===== src/pkg/trainer_params.svh =====
// Address map, field widths and timing counts of the trainer decoder.
`ifndef TRAINER_PARAMS_SVH
`define TRAINER_PARAMS_SVH

// Width of the full byte address seen by the decoder.
`define ADDR_W 24

// Start-up words: stack pointer then start address.
`define RESET_VEC_LO 24'h000000
`define RESET_VEC_HI 24'h000007
// Exception and interrupt vector table.
`define VECTOR_LO 24'h000008
`define VECTOR_HI 24'h0003ff
// Monitor stack area.
`define STACK_LO 24'h000f80
`define STACK_HI 24'h000fff
// User program and data memory.
`define USER_RAM_LO 24'h001000
`define USER_RAM_HI 24'h003fff
// Erasable store window; only part of it is populated.
`define ERASE_LO 24'hfd8000
`define ERASE_HI 24'hfdffff
// Secondary monitor firmware socket pair.
`define SEC_FW_LO 24'hff0000
`define SEC_FW_HI 24'hff7fff

// Parallel port adapters share eight bytes: even keyboard, odd display.
`define PPA_LO 24'hfd0000
`define PPA_HI 24'hfd0007
// Serial port adapters: status/control at +1, data at +3.
`define SPA1_LO 24'hfd0040
`define SPA1_HI 24'hfd0043
`define SPA2_LO 24'hfd0060
`define SPA2_HI 24'hfd0063

// Least acknowledge delay in clock cycles, before the jumper adds to it.
`define ACK_DELAY_MIN 4'h1
// Width of the acknowledge delay jumper field.
`define ACK_SEL_W 3

// Bus fault timeout with no acknowledge, and the clock it is counted on.
`define FAULT_TIME_NS 2560
`define CLK_PERIOD_NS 10
`define FAULT_CYCLES (`FAULT_TIME_NS / `CLK_PERIOD_NS)

`endif


===== src/pkg/trainer_pkg.sv =====
// Types shared by the trainer address decoder and its helpers.
package trainer_pkg;

  // One-hot decode result for the current bus cycle.
  typedef enum logic [10:0] {
    REG_NONE      = 11'h001,
    REG_RESET_VEC = 11'h002,
    REG_VECTOR    = 11'h004,
    REG_STACK     = 11'h008,
    REG_USER_RAM  = 11'h010,
    REG_ERASABLE  = 11'h020,
    REG_SEC_FW    = 11'h040,
    REG_KBD_PPA   = 11'h080,
    REG_DISP_PPA  = 11'h100,
    REG_SPA1      = 11'h200,
    REG_SPA2      = 11'h400
  } region_t;

  // Memory socket-pair selects, active high.
  typedef struct packed {
    logic reset_vec;
    logic vector_mem;
    logic stack_mem;
    logic user_ram;
    logic erasable;
    logic sec_fw;
  } mem_sel_t;

  // Byte-lane strobes to the memory pairs, already gated with direction.
  typedef struct packed {
    logic upper_rd;
    logic upper_wr;
    logic lower_rd;
    logic lower_wr;
  } lane_t;

  // Peripheral adapter selects, active high.
  typedef struct packed {
    logic kbd_ppa;
    logic disp_ppa;
    logic spa1;
    logic spa2;
  } periph_sel_t;

endpackage


===== src/logic/pin_sync.sv =====
// Two-flip-flop synchroniser for a group of pin inputs.
`timescale 1ns/1ps
module pin_sync
#(
  parameter int W = 1,
  parameter logic [W-1:0] INIT = '0
)
(
  input wire logic clk_sys,
  input wire logic arst_n,
  input wire logic [W-1:0] pin_in,
  output logic [W-1:0] pin_sync_out
);

  logic [W-1:0] meta_r;
  logic [W-1:0] meta_nxt;
  logic [W-1:0] stable_r;
  logic [W-1:0] stable_nxt;

  // The first stage feeds only the second stage.
  always_comb
  begin
    meta_nxt = pin_in;
    stable_nxt = meta_r;
  end

  // Both stages reset to the idle level of the pins.
  always_ff @(posedge clk_sys or negedge arst_n)
  begin
    if (!arst_n)
    begin
      meta_r <= INIT;
      stable_r <= INIT;
    end
    else
    begin
      meta_r <= meta_nxt;
      stable_r <= stable_nxt;
    end
  end

  assign pin_sync_out = stable_r;

endmodule


===== src/logic/cycle_timer.sv =====
// Counter that flags when a condition has held for a given number of cycles.
`timescale 1ns/1ps
module cycle_timer
#(
  parameter int W = 8
)
(
  input wire logic clk_sys,
  input wire logic arst_n,
  input wire logic run,
  input wire logic [W-1:0] limit,
  output logic expired
);

  logic [W-1:0] count_r;
  logic [W-1:0] count_nxt;
  logic expired_r;
  logic expired_nxt;

  // Count while run holds, park at the limit, restart when run drops.
  always_comb
  begin
    count_nxt = count_r;
    if (!run)
    begin
      count_nxt = '0;
    end
    else if (count_r != limit)
    begin
      count_nxt = count_r + {{(W-1){1'b0}}, 1'b1};
    end
    expired_nxt = run && (count_r == limit);
  end

  // Counter and flag registers.
  always_ff @(posedge clk_sys or negedge arst_n)
  begin
    if (!arst_n)
    begin
      count_r <= '0;
      expired_r <= 1'b0;
    end
    else
    begin
      count_r <= count_nxt;
      expired_r <= expired_nxt;
    end
  end

  assign expired = expired_r;

endmodule


===== src/logic/trainer_address_decoder.sv =====
// Address decoder, byte-lane gating and cycle termination of the trainer.
`timescale 1ns/1ps
`include "trainer_params.svh"

// Overview of operation
// - Even FD0000-6 select keyboard parallel adapter registers.
// - Odd FD0001-7 select display parallel adapter registers.
// - FD0041 status, FD0043 data, first serial adapter.
// - FD0061 status, FD0063 data, second serial adapter.
// - FD8000-FDFFFF selects the partly populated erasable store.
// - FF0000-FF7FFF selects secondary firmware socket pair.
// - 000000-000007 give stack pointer and start address.
// - 000008-0003FF decode to the vector table memory.
// - 001000-003FFF decode to user read/write memory.
// - Paired 8-bit sockets form upper and lower lanes.
// - Byte strobes gated with direction; byte writes isolated.
// - Adapters finish via peripheral handshake, never acknowledge.
// - Acknowledge delay is configurable for the slowest device.
// - Missing acknowledge latches bus fault when jumper fitted.
// - Upper strobe means even byte, lower strobe odd.
module trainer_address_decoder
  import trainer_pkg::*;
#(
  parameter int ACK_W = 4,
  parameter int FAULT_W = 12,
  parameter int FAULT_CYCLES = `FAULT_CYCLES
)
(
  input wire logic clk_sys,
  input wire logic arst_n,
  input wire logic [23:1] addr_hi,
  input wire logic addr_valid_strobe_n,
  input wire logic upper_byte_strobe_n,
  input wire logic lower_byte_strobe_n,
  input wire logic read_not_write,
  input wire logic valid_peripheral_address_n,
  input wire logic enable_clock,
  input wire logic bus_fault_jumper,
  input wire logic [`ACK_SEL_W-1:0] ack_delay_jumper,
  output mem_sel_t mem_sel,
  output lane_t mem_lane,
  output periph_sel_t periph_sel,
  output logic [1:0] periph_reg_idx,
  output logic periph_enable,
  output logic peripheral_cycle_req_n,
  output logic transfer_acknowledge_n,
  output logic bus_fault_n
);

  localparam int PIN_W = 23 + 7 + `ACK_SEL_W;
  // Idle pin levels: strobes, active-low inputs and read high, rest low, so that
  // no false address-strobed cycle is decoded while the synchroniser refills.
  localparam logic [PIN_W-1:0] PIN_IDLE = {23'h000000, 7'h7c, {`ACK_SEL_W{1'b0}}};
  localparam logic [FAULT_W-1:0] FAULT_LIMIT = FAULT_W'(FAULT_CYCLES);

  // Synchronised copies of the pins.
  logic [PIN_W-1:0] pin_raw;
  logic [PIN_W-1:0] pin_s;
  logic [23:1] addr_s;
  logic as_n_s;
  logic uds_n_s;
  logic lds_n_s;
  logic rw_s;
  logic vma_n_s;
  logic e_s;
  logic jumper_s;
  logic [`ACK_SEL_W-1:0] ack_sel_s;

  // Decode results for the current cycle.
  region_t region;
  logic cycle_act;
  logic upper_act;
  logic lower_act;

  // Select and strobe registers.
  mem_sel_t mem_sel_r;
  mem_sel_t mem_sel_nxt;
  lane_t lane_r;
  lane_t lane_nxt;
  periph_sel_t periph_sel_r;
  periph_sel_t periph_sel_nxt;
  logic [1:0] reg_idx_r;
  logic [1:0] reg_idx_nxt;
  logic periph_en_r;
  logic periph_en_nxt;
  logic vpa_n_r;
  logic vpa_n_nxt;

  // Cycle termination registers.
  logic ack_n_r;
  logic ack_n_nxt;
  logic fault_n_r;
  logic fault_n_nxt;
  logic mem_any_r;
  logic periph_any_r;
  logic ack_run;
  logic ack_done;
  logic fault_run;
  logic fault_done;
  logic [ACK_W-1:0] ack_limit;

  // Returns true when a byte address lies inside an inclusive window.
  function automatic logic in_win(
    input logic [`ADDR_W-1:0] a,
    input logic [`ADDR_W-1:0] lo,
    input logic [`ADDR_W-1:0] hi
  );
    in_win = (a >= lo) && (a <= hi);
  endfunction

  // Maps the word address and the two byte strobes to one region.
  function automatic region_t decode_region(
    input logic [23:1] a,
    input logic upper,
    input logic lower
  );
    logic [`ADDR_W-1:0] ev;
    logic [`ADDR_W-1:0] od;
    ev = {a, 1'b0};
    od = {a, 1'b1};
    decode_region = REG_NONE;
    // The even byte rides the upper strobe, the odd byte the lower.
    if (in_win(ev, `RESET_VEC_LO, `RESET_VEC_HI))
    begin
      decode_region = REG_RESET_VEC;
    end
    else if (in_win(ev, `VECTOR_LO, `VECTOR_HI))
    begin
      decode_region = REG_VECTOR;
    end
    else if (in_win(ev, `STACK_LO, `STACK_HI))
    begin
      decode_region = REG_STACK;
    end
    else if (in_win(ev, `USER_RAM_LO, `USER_RAM_HI))
    begin
      decode_region = REG_USER_RAM;
    end
    else if (in_win(ev, `ERASE_LO, `ERASE_HI))
    begin
      decode_region = REG_ERASABLE;
    end
    else if (in_win(ev, `SEC_FW_LO, `SEC_FW_HI))
    begin
      decode_region = REG_SEC_FW;
    end
    else if (in_win(ev, `PPA_LO, `PPA_HI) && upper && !lower)
    begin
      decode_region = REG_KBD_PPA;
    end
    else if (in_win(od, `PPA_LO, `PPA_HI) && lower && !upper)
    begin
      decode_region = REG_DISP_PPA;
    end
    else if (in_win(od, `SPA1_LO, `SPA1_HI) && lower && !upper)
    begin
      decode_region = REG_SPA1;
    end
    else if (in_win(od, `SPA2_LO, `SPA2_HI) && lower && !upper)
    begin
      decode_region = REG_SPA2;
    end
  endfunction

  // Every pin is brought onto the clock through two flip-flops.
  assign pin_raw = {addr_hi, addr_valid_strobe_n, upper_byte_strobe_n,
                    lower_byte_strobe_n, valid_peripheral_address_n,
                    read_not_write, enable_clock, bus_fault_jumper,
                    ack_delay_jumper};

  pin_sync #(
    .W(PIN_W),
    .INIT(PIN_IDLE)
  ) u_pin_sync (
    .clk_sys(clk_sys),
    .arst_n(arst_n),
    .pin_in(pin_raw),
    .pin_sync_out(pin_s)
  );

  // Unpack the synchronised pins.
  assign addr_s = pin_s[PIN_W-1 -: 23];
  assign as_n_s = pin_s[`ACK_SEL_W + 6];
  assign uds_n_s = pin_s[`ACK_SEL_W + 5];
  assign lds_n_s = pin_s[`ACK_SEL_W + 4];
  assign vma_n_s = pin_s[`ACK_SEL_W + 3];
  assign rw_s = pin_s[`ACK_SEL_W + 2];
  assign e_s = pin_s[`ACK_SEL_W + 1];
  assign jumper_s = pin_s[`ACK_SEL_W];
  assign ack_sel_s = pin_s[`ACK_SEL_W-1:0];

  // Decoding happens only inside an address-strobed cycle, one region at most.
  assign cycle_act = !as_n_s;
  assign upper_act = !uds_n_s;
  assign lower_act = !lds_n_s;
  assign region = cycle_act ? decode_region(addr_s, upper_act, lower_act)
                            : REG_NONE;

  // Memory selects and byte-lane strobes.
  always_comb
  begin
    mem_sel_nxt.reset_vec = (region == REG_RESET_VEC);
    mem_sel_nxt.vector_mem = (region == REG_VECTOR);
    mem_sel_nxt.stack_mem = (region == REG_STACK);
    mem_sel_nxt.user_ram = (region == REG_USER_RAM);
    mem_sel_nxt.erasable = (region == REG_ERASABLE);
    mem_sel_nxt.sec_fw = (region == REG_SEC_FW);
    // Each pair drives both lanes; each lane has its own strobe.
    // Writes reach only the lane whose strobe is active.
    lane_nxt.upper_rd = (|mem_sel_nxt) && upper_act && rw_s;
    lane_nxt.lower_rd = (|mem_sel_nxt) && lower_act && rw_s;
    // Start-up words and firmware sit in read-only sockets.
    lane_nxt.upper_wr = (|mem_sel_nxt) && !mem_sel_nxt.reset_vec
                        && !mem_sel_nxt.sec_fw && upper_act && !rw_s;
    lane_nxt.lower_wr = (|mem_sel_nxt) && !mem_sel_nxt.reset_vec
                        && !mem_sel_nxt.sec_fw && lower_act && !rw_s;
  end

  // Memory select and lane registers.
  always_ff @(posedge clk_sys or negedge arst_n)
  begin
    if (!arst_n)
    begin
      mem_sel_r <= '0;
      lane_r <= '0;
    end
    else
    begin
      mem_sel_r <= mem_sel_nxt;
      lane_r <= lane_nxt;
    end
  end

  // Peripheral selects, register index and the slow handshake.
  always_comb
  begin
    periph_sel_nxt.kbd_ppa = (region == REG_KBD_PPA);
    periph_sel_nxt.disp_ppa = (region == REG_DISP_PPA);
    periph_sel_nxt.spa1 = (region == REG_SPA1);
    periph_sel_nxt.spa2 = (region == REG_SPA2);
    reg_idx_nxt = 2'h0;
    if (periph_sel_nxt.kbd_ppa || periph_sel_nxt.disp_ppa)
    begin
      reg_idx_nxt = addr_s[2:1];
    end
    else if (periph_sel_nxt.spa1 || periph_sel_nxt.spa2)
    begin
      reg_idx_nxt = {1'b0, addr_s[1]};
    end
    // Ask the processor for a peripheral cycle instead of acknowledging.
    vpa_n_nxt = !(|periph_sel_nxt);
    // The adapter is enabled only once the processor marks the address
    // valid and the enable clock is high.
    periph_en_nxt = (|periph_sel_nxt) && !vma_n_s && e_s;
  end

  // Peripheral registers.
  always_ff @(posedge clk_sys or negedge arst_n)
  begin
    if (!arst_n)
    begin
      periph_sel_r <= '0;
      reg_idx_r <= 2'h0;
      vpa_n_r <= 1'b1;
      periph_en_r <= 1'b0;
    end
    else
    begin
      periph_sel_r <= periph_sel_nxt;
      reg_idx_r <= reg_idx_nxt;
      vpa_n_r <= vpa_n_nxt;
      periph_en_r <= periph_en_nxt;
    end
  end

  // The acknowledge delay grows with the jumper setting.
  assign ack_limit = ACK_W'(`ACK_DELAY_MIN) + ACK_W'(ack_sel_s);
  assign mem_any_r = |mem_sel_r;
  assign periph_any_r = |periph_sel_r;
  // Only memory cycles start the acknowledge delay.
  assign ack_run = mem_any_r && cycle_act;

  cycle_timer #(
    .W(ACK_W)
  ) u_ack_timer (
    .clk_sys(clk_sys),
    .arst_n(arst_n),
    .run(ack_run),
    .limit(ack_limit),
    .expired(ack_done)
  );

  // A strobed cycle with neither acknowledge nor peripheral handshake
  // runs the fault timeout; unmapped addresses end up here.
  assign fault_run = cycle_act && ack_n_r && !periph_any_r;

  cycle_timer #(
    .W(FAULT_W)
  ) u_fault_timer (
    .clk_sys(clk_sys),
    .arst_n(arst_n),
    .run(fault_run),
    .limit(FAULT_LIMIT),
    .expired(fault_done)
  );

  // Acknowledge and bus fault latch.
  always_comb
  begin
    // Acknowledge holds until the address strobe is withdrawn.
    ack_n_nxt = !(cycle_act && (ack_done || !ack_n_r));
    // The latch sets on timeout with the jumper fitted; a set in the
    // cycle that would clear it wins.
    fault_n_nxt = fault_n_r;
    if (fault_done && jumper_s)
    begin
      fault_n_nxt = 1'b0;
    end
    else if (!cycle_act)
    begin
      fault_n_nxt = 1'b1;
    end
  end

  // Termination registers.
  always_ff @(posedge clk_sys or negedge arst_n)
  begin
    if (!arst_n)
    begin
      ack_n_r <= 1'b1;
      fault_n_r <= 1'b1;
    end
    else
    begin
      ack_n_r <= ack_n_nxt;
      fault_n_r <= fault_n_nxt;
    end
  end

  // All outputs come straight from registers.
  assign mem_sel = mem_sel_r;
  assign mem_lane = lane_r;
  assign periph_sel = periph_sel_r;
  assign periph_reg_idx = reg_idx_r;
  assign periph_enable = periph_en_r;
  assign peripheral_cycle_req_n = vpa_n_r;
  assign transfer_acknowledge_n = ack_n_r;
  assign bus_fault_n = fault_n_r;

endmodule


===== config.mk =====
export PLATFORM = sky130hd
export DESIGN_NAME = trainer_address_decoder
export DESIGN_NICKNAME = d
export VERILOG_FILES = /design/src/pkg/trainer_pkg.sv /design/src/logic/pin_sync.sv /design/src/logic/cycle_timer.sv /design/src/logic/trainer_address_decoder.sv
export VERILOG_INCLUDE_DIRS = /design/src /design/src/pkg
export SDC_FILE = /design/constraint.sdc
export NUM_CORES = 1
export LEC_CHECK = 0
export BUFFER_PORTS_ARGS = -buffer_cell sky130_fd_sc_hd__buf_2
export CORE_ASPECT_RATIO = 0.7
export CORE_UTILIZATION = 45
export CTS_BUF_LIST = sky130_fd_sc_hd__clkbuf_4 sky130_fd_sc_hd__clkbuf_8 sky130_fd_sc_hd__clkbuf_16
export DETAILED_ROUTE_END_ITERATION = 16
export PLACE_DENSITY_LB_ADDON = 0.1
export RECOVER_POWER = 25
export SYNTH_ARGS = -nofsm -noshare
export SYNTH_HDL_FRONTEND = slang
export SYNTH_HIERARCHICAL = 1
export SYNTH_SLANG_ARGS = --single-unit

===== constraint.sdc =====
create_clock -name clk_sys -period 6.7 [get_ports clk_sys]
set_input_delay 0 -clock clk_sys [delete_from_list [all_inputs] [get_ports clk_sys]]
set_output_delay 0 -clock clk_sys [all_outputs]
set_load 0.02 [all_outputs]

Yosys cells after proc, flatten, opt, wreduce, memory -nomap -nowiden
Cells that the tools add are included.
W data, S select, Z words.

storage, ports and cells
  bits in registers = 104
  input bits = 35
  output and inout port bits = 20
  logic and storage cells = 139

cells by class
  $add $sub $neg = 3
  magnitude comparators = 20
  equal/unequal tests = 16
  multiplexer cells = 19
  reduce and logical (&&, ||, !) cells = 56

operators with widths
  kind                     count
  $ge A24 B24 Y1 const B   6
  $le A24 B24 Y1 const B   6
  $mux W11                 11
  $logic_and A1 B1 Y1      37
  $ge A24 B1 Y1 const B    1
  $ge A24 B12 Y1 const B   1
  $ge A24 B13 Y1 const B   1
  $ge A24 B4 Y1 const B    1
  $le A24 B10 Y1 const B   1
  $le A24 B12 Y1 const B   1
  $le A24 B14 Y1 const B   1
  $le A24 B3 Y1 const B    1
  $mux W12                 2
  $add A12 B1 Y12 const B  1
  $eq A12 B9 Y1 const B    1
  $ne A12 B9 Y1 const B    1
  $reduce_or A6 Y1         2
  $eq A11 B10 Y1 const B   1
  $eq A11 B11 Y1 const B   1
  $eq A11 B2 Y1 const B    1
  $eq A11 B3 Y1 const B    1
  $eq A11 B4 Y1 const B    1
  $eq A11 B5 Y1 const B    1
  $eq A11 B6 Y1 const B    1
  other kinds (15)         32

Logic depth before layout (Yosys ltp)
Gate-level depths: netlist of run 1.

  depth in word-level cells = 21
  depth in mapped cells = 7
  mapped depth without buffers = 6

By module
The synthesis of run 1 kept the hierarchy.

modules (own cells, without submodules)
  module                        times used  cells each  area an instance (um2)  seq. area each (um2)
  pin_sync                      1           66          1,664.1                 1,664.1
  trainer_address_decoder       1           116         1,097.3                 504.2
  cycle_timer at u_fault_timer  1           91          829.5                   325.3
  cycle_timer at u_ack_timer    1           26          281.5                   125.1

Worst setup path before layout of run 1
Ideal clock, no wire load.

  path kind = register -> register
  from = register periph_sel_r (netlist bit periph_sel[1])
  to = register u_fault_timer.count_r[10]
  arrival = 2.308 ns
  data required time = 6.590 ns
  path slack = 4.282 ns
  cell stages (with the launch flop) = 8
  path buffers = 1
  path through = dfrtp_1 > or4_1 > nor3_1 > nand2_1 > nor4_4 > buf_2 > o21ai_0 > o41ai_1

on the way
  cells in the longest elaborated chain, start to end = 4

RTL lines
  what                                                       line                            source
  start, declared                                            trainer_address_decoder.sv:80   periph_sel_t periph_sel_r;
  start signal, assigned                                     trainer_address_decoder.sv:269  periph_sel_r <= periph_sel_nxt;
  $reduce_or A4 Y1 *                                         trainer_address_decoder.sv:279  assign periph_any_r = |periph_sel_r;
  $logic_not A1 Y1 *                                         trainer_address_decoder.sv:295  assign fault_run = cycle_act && ack_n_r && !periph_any_r;
  $logic_and A1 B1 Y1 *                                      trainer_address_decoder.sv:295
  net fault_run                                              trainer_address_decoder.sv:98   logic fault_run;
  $ne A2 B2 Y1 (no source line) or $mux W12 (tied branches)  n/a
  end signal, assigned                                       cycle_timer.sv:45               count_r <= count_nxt;
  end, declared                                              cycle_timer.sv:15               logic [W-1:0] count_r;

Mark *: on every way through the listed nets, which the timed path passes. The rest lies on a longest branch.
A chain may end at the register's enable or synchronous reset.

Worst setup path after layout of run 1
Ends and elaborated chain as after synthesis.

==> results by group, run 1 <==
Outcome
  – Status: completed

Clock network
  – CTS tree: done
  – Number of clock sinks: about 100
  – Cts hold-fix bufs: 34
  – Clock insertion delay at the later pin of the skew report: 340 ps
  – Clock Tree Buf Depth: 2
  – Setup bufs post-CTS: 0
  – Post-CTS Resized: 0
  – Number of CTS-inserted buffers: 9
  – H-tree depth: 3
  – Clock-pin slew on the worst setup and hold paths: 70 ps
  – Root Buffer: clkbuf_16

Setup path
  – Worst R2R Setup Slack: 4020 ps
  – Slowest stage delay, CP: 740 ps
  – FF-to-FF path depth: 7
  – Crit path max fanout: 18
  – Crit-path cells: or4_1 -> nor3_1 -> buf_4 -> nand2_1 -> nor4_4 -> nand2b_1 -> o41ai_1
  – Critical Path AT: 2910 ps
  – Reg2reg end: u_fault_timer/count_r[10]
  – Slowest CP cell: nor4_4
  – Crit start category: register
  – Required time worst endpoint: 6920 ps
  – Crit Path Class: reg2reg
  – Setup crit end kind: register
  – R2r startpoint: periph_sel[1]

Power and ir drop
  – Internal power: 984 µW
  – Worst vdd ir: 184 µV
  – P per Cell Area: between 200 and 300 mW/mm²
  – Switching part of the total: 22.4%
  – Static leakage: 0.00223 µW
  – Combinational share of power: 5.2%
  – Switching Power: 284 µW
  – Reg power frac: 52.7%
  – Clock power frac: 42.1%

Timing
  – Fmax: 373 MHz
  – Slew @ Worst Pin: 1250 ps
  – Tmin final: 2680 ps
  – Final Max Tran Viols: 0
  – Endpoints failing hold: 0
  – Setup TNS Final: 0 ps
  – RSZ-0062 raised after global routing: no
  – Fin crit share: 40.1%
  – Setup Viol. Count Final: 0
  – Relative slew slack: 16.6%
  – Setup Skew: 6.39 ps

Floorplanning
  – Row count: 27
  – Die Span Y: about 80 µm
  – I/O Pins: 55
  – Die area: 0.00899 mm²
  – Initial Util: 47.8%
  – CORE AREA: 0.00811 mm²
  – Die width: 113 µm

Min path
  – Hold Path Cell Cnt: 2
  – Hold Crit Endpoint: u_pin_sync/meta_r[14]
  – Worst hold path class: in2reg
  – Hold Path Origin: addr_hi[5]

Logic synthesis
  – Post-synth EDFFs: 0
  – Post-synth ARST share: 100%
  – Synth warn: 6
  – Seq/Total Area, Yosys: 67.6%
  – Mapped Area: slightly below 0.004 mm²
  – FF+latch count, synth: approximately 100
  – Netlist cell types: 55
  – Ys flop type: dfrtp_1
  – Cells after synthesis: 299
  – Avg Inst Size Synth: 13.0 µm²

Detailed routing
  – Via density: 4.96
  – WL/cell: ~14 µm
  – Via count: between 2000 and 3000
  – Drt initial violations: 173
  – Final WL: 7240 µm
  – Remaining DRCs: 0
  – ANT nets after route: 0
  – Pre-antenna DRT Iters: 4

Finish
  – Commonest non-fill, non-tap cell in the layout: dfrtp_1
  – Ratio of cells with drive above 1 in the final layout: approximately 25%
  – Ant. Diodes: 0
  – Fill cell count: 637
  – Final core utilization: 61.1%
  – Area delta synth->final: 27.9%
  – Final layout net count: 444
  – Commonest cells after routing, fill and taps aside: dfrtp_1 (91), buf_2 (53), dlygate4sd3_1 (34)

GRT
  – Largest net degree at the start of global routing: 81
  – Total track usage: 18.3%
  – First-pass GRT wire length: approximately 12000 µm
  – Vias in the first global route: 2453
  – Initial antenna violation count: 0
  – Grt ovf: 0

Placed design
  – Final GP Congestion: 0.825
  – IO Port Bufs: 54
  – HPWL Detailed: 5030 µm

Job
  – Number of max-cap violations: 0
[state kept, by name, summed over array words and instances, names as in the netlist]
signal,count
periph_sel,4
u_pin_sync/meta_r,33
u_pin_sync/pin_sync_out,33
mem_lane,4
bus_fault_n,1
u_ack_timer/count_r,4
mem_sel,6
u_fault_timer/expired,1
u_ack_timer/expired,1
periph_enable,1
peripheral_cycle_req_n,1
u_fault_timer/count_r,12
periph_reg_idx,2
transfer_acknowledge_n,1
[power groups by stage]
stage,Sequential (µW),Combinational [µW],Clock (µW)
after floorplan,674,26.4,0
after CTS,668,67.5,549
final,668,66.4,533
after detailed placement,680,52.1,0
after global placement,680,50.8,0
after global routing,671,75.1,578
[how the worst max path moves through the flow]
stage | start | endpoint | cells after the start
finish | periph_sel[1] | u_fault_timer/count_r[10] | 7
global route | periph_sel[1] | u_fault_timer/count_r[0] | 7
CTS | periph_sel[1] | u_fault_timer/count_r[10] | 7
detailed placement | periph_sel[1] | u_fault_timer/count_r[10] | 7
global placement | periph_sel[1] | u_fault_timer/count_r[10] | 7
floorplan | periph_sel[1] | u_fault_timer/count_r[10] | 7
[cell type report]
cell class	instances	area (µm²)	share of cell area [%]
Clock buffer	9	225	4.55
Clock inverter	7	85.1	1.72
Inverter	14	52.6	1.06
Multi-Input combinational cell	187	1220	24.7
Sequential cell	104	2620	52.9
Tap cell	101	126	2.55
Timing Repair Buffer	90	624	12.6
[cells in the mapped netlist (all sizes together), types with 2 or more instances]
library cell | count | area, µm²
a21o | 3 | 22.5
a21oi | 8 | 43.8
a22o | 2 | 17.5
a31o | 2 | 17.5
and2 | 2 | 12.5
and3 | 5 | 33.8
buf | 2 | 10.0
clkbuf | 2 | 7.51
conb | 2 | 7.51
dfrtp | 91 | 2280
dfstp | 13 | 342
ha | 3 | 37.5
inv | 14 | 52.6
mux2i | 2 | 20.0
nand2 | 16 | 60.1
nand2b | 5 | 31.3
nand3 | 14 | 70.1
nand3b | 2 | 15.0
nand4 | 8 | 62.6
nor2 | 16 | 60.1
nor2b | 4 | 25.0
nor3 | 5 | 25.0
nor3b | 3 | 27.5
nor4 | 11 | 83.8
o21a | 2 | 15.0
o21ai | 10 | 50.0
o221ai | 2 | 17.5
o31ai | 2 | 15.0
or2 | 3 | 18.8
or3 | 4 | 31.3
or4 | 7 | 52.6
or4b | 2 | 20.0
xnor2 | 17 | 149
xor2 | 2 | 17.5
[layer usage]
| metal | track usage [%] | routed length [µm] | vias to the layer above |
|---|---|---|---|
| li1 | - | - | 1261 |
| met1 | 26.9 | 3780 | 1211 |
| met2 | 24.9 | 3000 | 64 |
| met3 | 6.99 | 413 | 4 |
| met4 | 5.53 | 42 | 0 |
| met5 | 0 | 0 | - |
[worst max-delay path, delay by kind of cell, from the launching register on]
kind | cells | cell delay (ps)
simple gates | 5 | 1820
buf+inv | 1 | 240
compound gates | 1 | 120
flops | 1 | 370
[through the flow]
stage,area (µm²),cells,hold slack [ps],setup slack (ps),power (µW)
6_report,4950,512,289,4020,1270
5_1_grt,4950,512,276,3850,1320
4_1_cts,4960,512,80.2,4010,1280
3_5_place_dp,4310,462,-89.0,4030,732
3_3_place_gp,4310,462,-91.7,4090,731
2_1_floorplan,3910,309,-296,4280,700
[logic make-up (layout without fill, tap and decap cells)]
logic type | after synthesis | count (layout) | share of synthesized area [%]
AO/OA/AOI/OAI | 43 | 43 | 8.08
XOR/XNOR | 19 | 19 | 4.30
adder cells (fa/ha/maj) | 3 | 3 | 0.969
buffers and inverters | 18 | 120 | 1.81
flip-flops | 104 | 104 | 67.6
multiplexers | 2 | 2 | 0.517
other | 2 | 12 | 0.194
AND/OR/NAND/NOR | 108 | 108 | 16.5
Note: power is estimated with default switching activity, not from simulation.
==> inputs of run 2 (changes only) <==
ABC_AREA = 1   (was default)
clock period = 2.8 ns   (was 6.7 ns; I/O delays follow)
==> results by group, run 2 <==
Setup path
  – Worst R2R Setup Slack: 640 ps (-3380 ps)
  – Setup crit end kind: register
  – Crit start category: register
  – Reg2reg end: mem_lane[0]
  – FF-to-FF path depth: 14 (+7)
  – Critical Path AT: 2390 ps (-520 ps)
  – Crit path max fanout: 6 (-12)
  – Required time worst endpoint: 3030 ps (-3890 ps)
  – Crit Path Class: reg2reg
  – R2r startpoint: u_pin_sync/pin_sync_out[15]

Floorplanning
  – Die width: 126 µm (+12%)
  – Row count: 31 (+15%)
  – Die Span Y: 88.7 µm (+11%)
  – CORE AREA: 0.0104 mm² (+28%)
  – Die area: 0.0112 mm² (+24%)
  – I/O Pins: 55 (unchanged)
  – Initial Util: 46.5% (-1.3 points)

Timing
  – Setup Viol. Count Final: 0 (unchanged)
  – Tmin final: 2160 ps (-524 ps)
  – Fmax: 463 MHz (+24%)
  – Fin crit share: 77.1% (+37 points)
  – Relative slew slack: 33.1% (+17 points)
  – Final Max Tran Viols: 0 (unchanged)
  – Slew @ Worst Pin: 1000 ps (-248 ps)
  – Setup Skew: 6.27 ps (-0.122 ps)
  – RSZ-0062 raised after global routing: no
  – Endpoints failing hold: 0 (unchanged)
  – Setup TNS Final: 0 ps (unchanged)

Finish
  – Final layout net count: 745 (+68%)
  – Ratio of cells with drive above 1 in the final layout: 19.4% (-5.2 points)
  – Final core utilization: 58.3% (-2.8 points)
  – Area delta synth->final: 25.3%
  – Commonest non-fill, non-tap cell in the layout: nand2_1
  – Commonest cells after routing, fill and taps aside: nand2_1 (159), dfrtp_1 (91), nor2_1 (82)
  – Ant. Diodes: 0 (unchanged)

Job
  – Number of max-cap violations: 0 (unchanged)

Placed design
  – IO Port Bufs: 54 (unchanged)
  – Final GP Congestion: 0.919 (+11%)
  – HPWL Detailed: 8070 µm (+61%)

Clock network
  – Clock insertion delay at the later pin of the skew report: 340 ps (about the same)
  – Number of CTS-inserted buffers: 9 (unchanged)
  – Clock Tree Buf Depth: 2 (unchanged)
  – Clock-pin slew on the worst setup and hold paths: 70 ps (about the same)
  – Root Buffer: clkbuf_16
  – Number of clock sinks: 104 (unchanged)
  – CTS tree: done
  – H-tree depth: 3 (unchanged)
  – Post-CTS Resized: 0 (unchanged)

Logic synthesis
  – Netlist cell types: 36 (-35%)
  – Ys flop type: dfrtp_1
  – FF+latch count, synth: 104 (unchanged)
  – Synth cell count leaders: nand2_1 (159), dfrtp_1 (91), nor2_1 (82)
  – Avg Inst Size Synth: 8.38 µm² (-35%)
  – Mapped Area: 0.00483 mm² (+25%)
  – Post-synth EDFFs: 0 (unchanged)
  – Synth top area cells: dfrtp_1 (47%), nand2_1 (12%), dfstp_2 (7.1%), nor2_1 (6.4%), inv_1 (6.0%)
  – Synth warn: 6 (unchanged)
  – Post-synth top area cell: dfrtp_1
  – Top-area cell type share of the netlist area: 47.1% (-12 points)
  – Cells after synthesis: 577 (+93%)
  – Most frequent cell after synthesis: nand2_1
  – Post-synth ARST share: 100% (unchanged)
  – Seq/Total Area, Yosys: 54.2% (-13 points)

GRT
  – Grt ovf: 0 (unchanged)
  – Initial antenna violation count: 0 (unchanged)
  – First-pass GRT wire length: 17700 µm (+46%)
  – Vias in the first global route: 3579 (+46%)
  – Total track usage: 20.7% (+2.4 points)
  – Largest net degree at the start of global routing: 85 (+4.9%)

Power and ir drop
  – Switching Power: 739 µW (+160%)
  – Clock power frac: 41.4% (-0.7 points)
  – P per Cell Area: 516 mW/mm² (+100%)
  – Combinational share of power: 7.5% (+2.3 points)
  – Static leakage: 0.00331 µW (+48%)
  – Switching part of the total: 23.6% (+1.2 points)
  – Internal power: 2390 µW (+140%)
  – Reg power frac: 51.1% (-1.6 points)
  – Worst vdd ir: 278 µV (+51%)

Min path
  – Hold Crit Endpoint: u_pin_sync/meta_r[1]
  – Worst hold path class: in2reg
  – Hold Path Origin: ack_delay_jumper[1]
  – Hold Path Cell Cnt: 2 (unchanged)

Outcome
  – Status: completed

Detailed routing
  – Final WL: 10700 µm (+47%)
  – ANT nets after route: 0 (unchanged)
  – Drt initial violations: 248 (+43%)
  – Via count: 3930 (+55%)
  – WL/cell: 12.6 µm (-11%)
  – Via density: 4.66 (-6.1%)
  – Pre-antenna DRT Iters: 5 (+1)
  – Remaining DRCs: 0 (unchanged)
[run 2: cell count changes after synthesis, moves of 6 or more]
| cell | change |
|---|---|
| inv_1 | +63 |
| inv_2 | +14 |
| nand2_1 | +143 |
| nand2_2 | +14 |
| nand3_1 | +37 |
| nand4_1 | +6 |
| nor2_1 | +66 |
| nor2_4 | +7 |
| nor4_1 | -8 |
| or4_1 | -6 |
| xnor2_1 | -15 |
[run 2: metal layers]
metal | track usage [%] | routed length (µm) | vias to the layer above
li1 | - | - | 2010
met1 | 32.1 | 5610 | 1790
met2 | 29.1 | 4200 | 123
met3 | 4.96 | 760 | 7
met4 | 4.27 | 79 | 0
met5 | 0 | 0 | -
[run 2: metrics by stage]
| step | worst slack, ps | power [µW] | cells | hold slack, ps | area (µm²) |
|---|---|---|---|---|---|
| floorplan | 1000 | 1730 | 606 | -296 | 4940 |
| global placement | 723 | 1820 | 794 | 106 | 5400 |
| detailed placement | 671 | 1820 | 794 | 107 | 5400 |
| CTS | 658 | 3160 | 844 | 280 | 6060 |
| global route | 278 | 3270 | 844 | 289 | 6060 |
| finish | 640 | 3120 | 844 | 291 | 6060 |
[run 2: how the worst max path moves through the flow]
| stage | start | end | slack, ps | cells past startpoint |
|---|---|---|---|---|
| after global placement | u_pin_sync/pin_sync_out[24] | periph_enable | 720 | 14 |
| after CTS | u_pin_sync/pin_sync_out[26] | mem_lane[0] | 660 | 13 |
| after floorplan | transfer_acknowledge_n | u_fault_timer/count_r[1] | 1000 | 9 |
| final | u_pin_sync/pin_sync_out[15] | mem_lane[0] | 640 | 14 |
| after detailed placement | u_pin_sync/pin_sync_out[24] | mem_lane[0] | 670 | 14 |
| after global routing | u_pin_sync/pin_sync_out[29] | periph_enable | 280 | 13 |
[run 2: worst max-delay path, cell delays in order, from the launching register on]
cell	delay (ps)
dfrtp_1	430
nor2_1	160
nand2_1	70
nor2_1	240
nand3_2	220
nand3_1	120
inv_1	70
nor2_1	130
nand3_1	90
nor2_1	90
nor2_1	60
nand3_1	140
nand3_1	90
nand2_1	90
nor2_1	50
[run 2: power by group through the flow]
stage	clock network [µW]	logic, µW	registers (µW)
floorplan	0	120	1610
global placement	0	193	1620
detailed placement	0	197	1620
CTS	1330	234	1600
global route	1400	271	1600
finish	1290	235	1600
[run 2: final cells by class]
type                    instances  area [µm²]
well taps                     132         165
multi-input cells             409        1980
fillers                       917        4340
repair buffers                 91         634
clock buffers                  10         239
clock inverters                 6        78.8
inverters                      92         345
flip-flops and latches        104        2620
[run 2: cells by family after synthesis]
logic type      after synthesis  share of synthesized area (%)
compound gates               16                           1.94
xor+xnor                      3                          0.544
fa+ha+maj                     3                          0.776
buf+inv                      93                           7.22
flops                       104                           54.2
other cells                   2                          0.155
simple gates                356                           35.2
[run 2: timing repair]
item | in CTS | in global routing
hold buffers | 34 | 0
buffers inserted | 0 | 0
hold endpoints to repair | 108 | 0
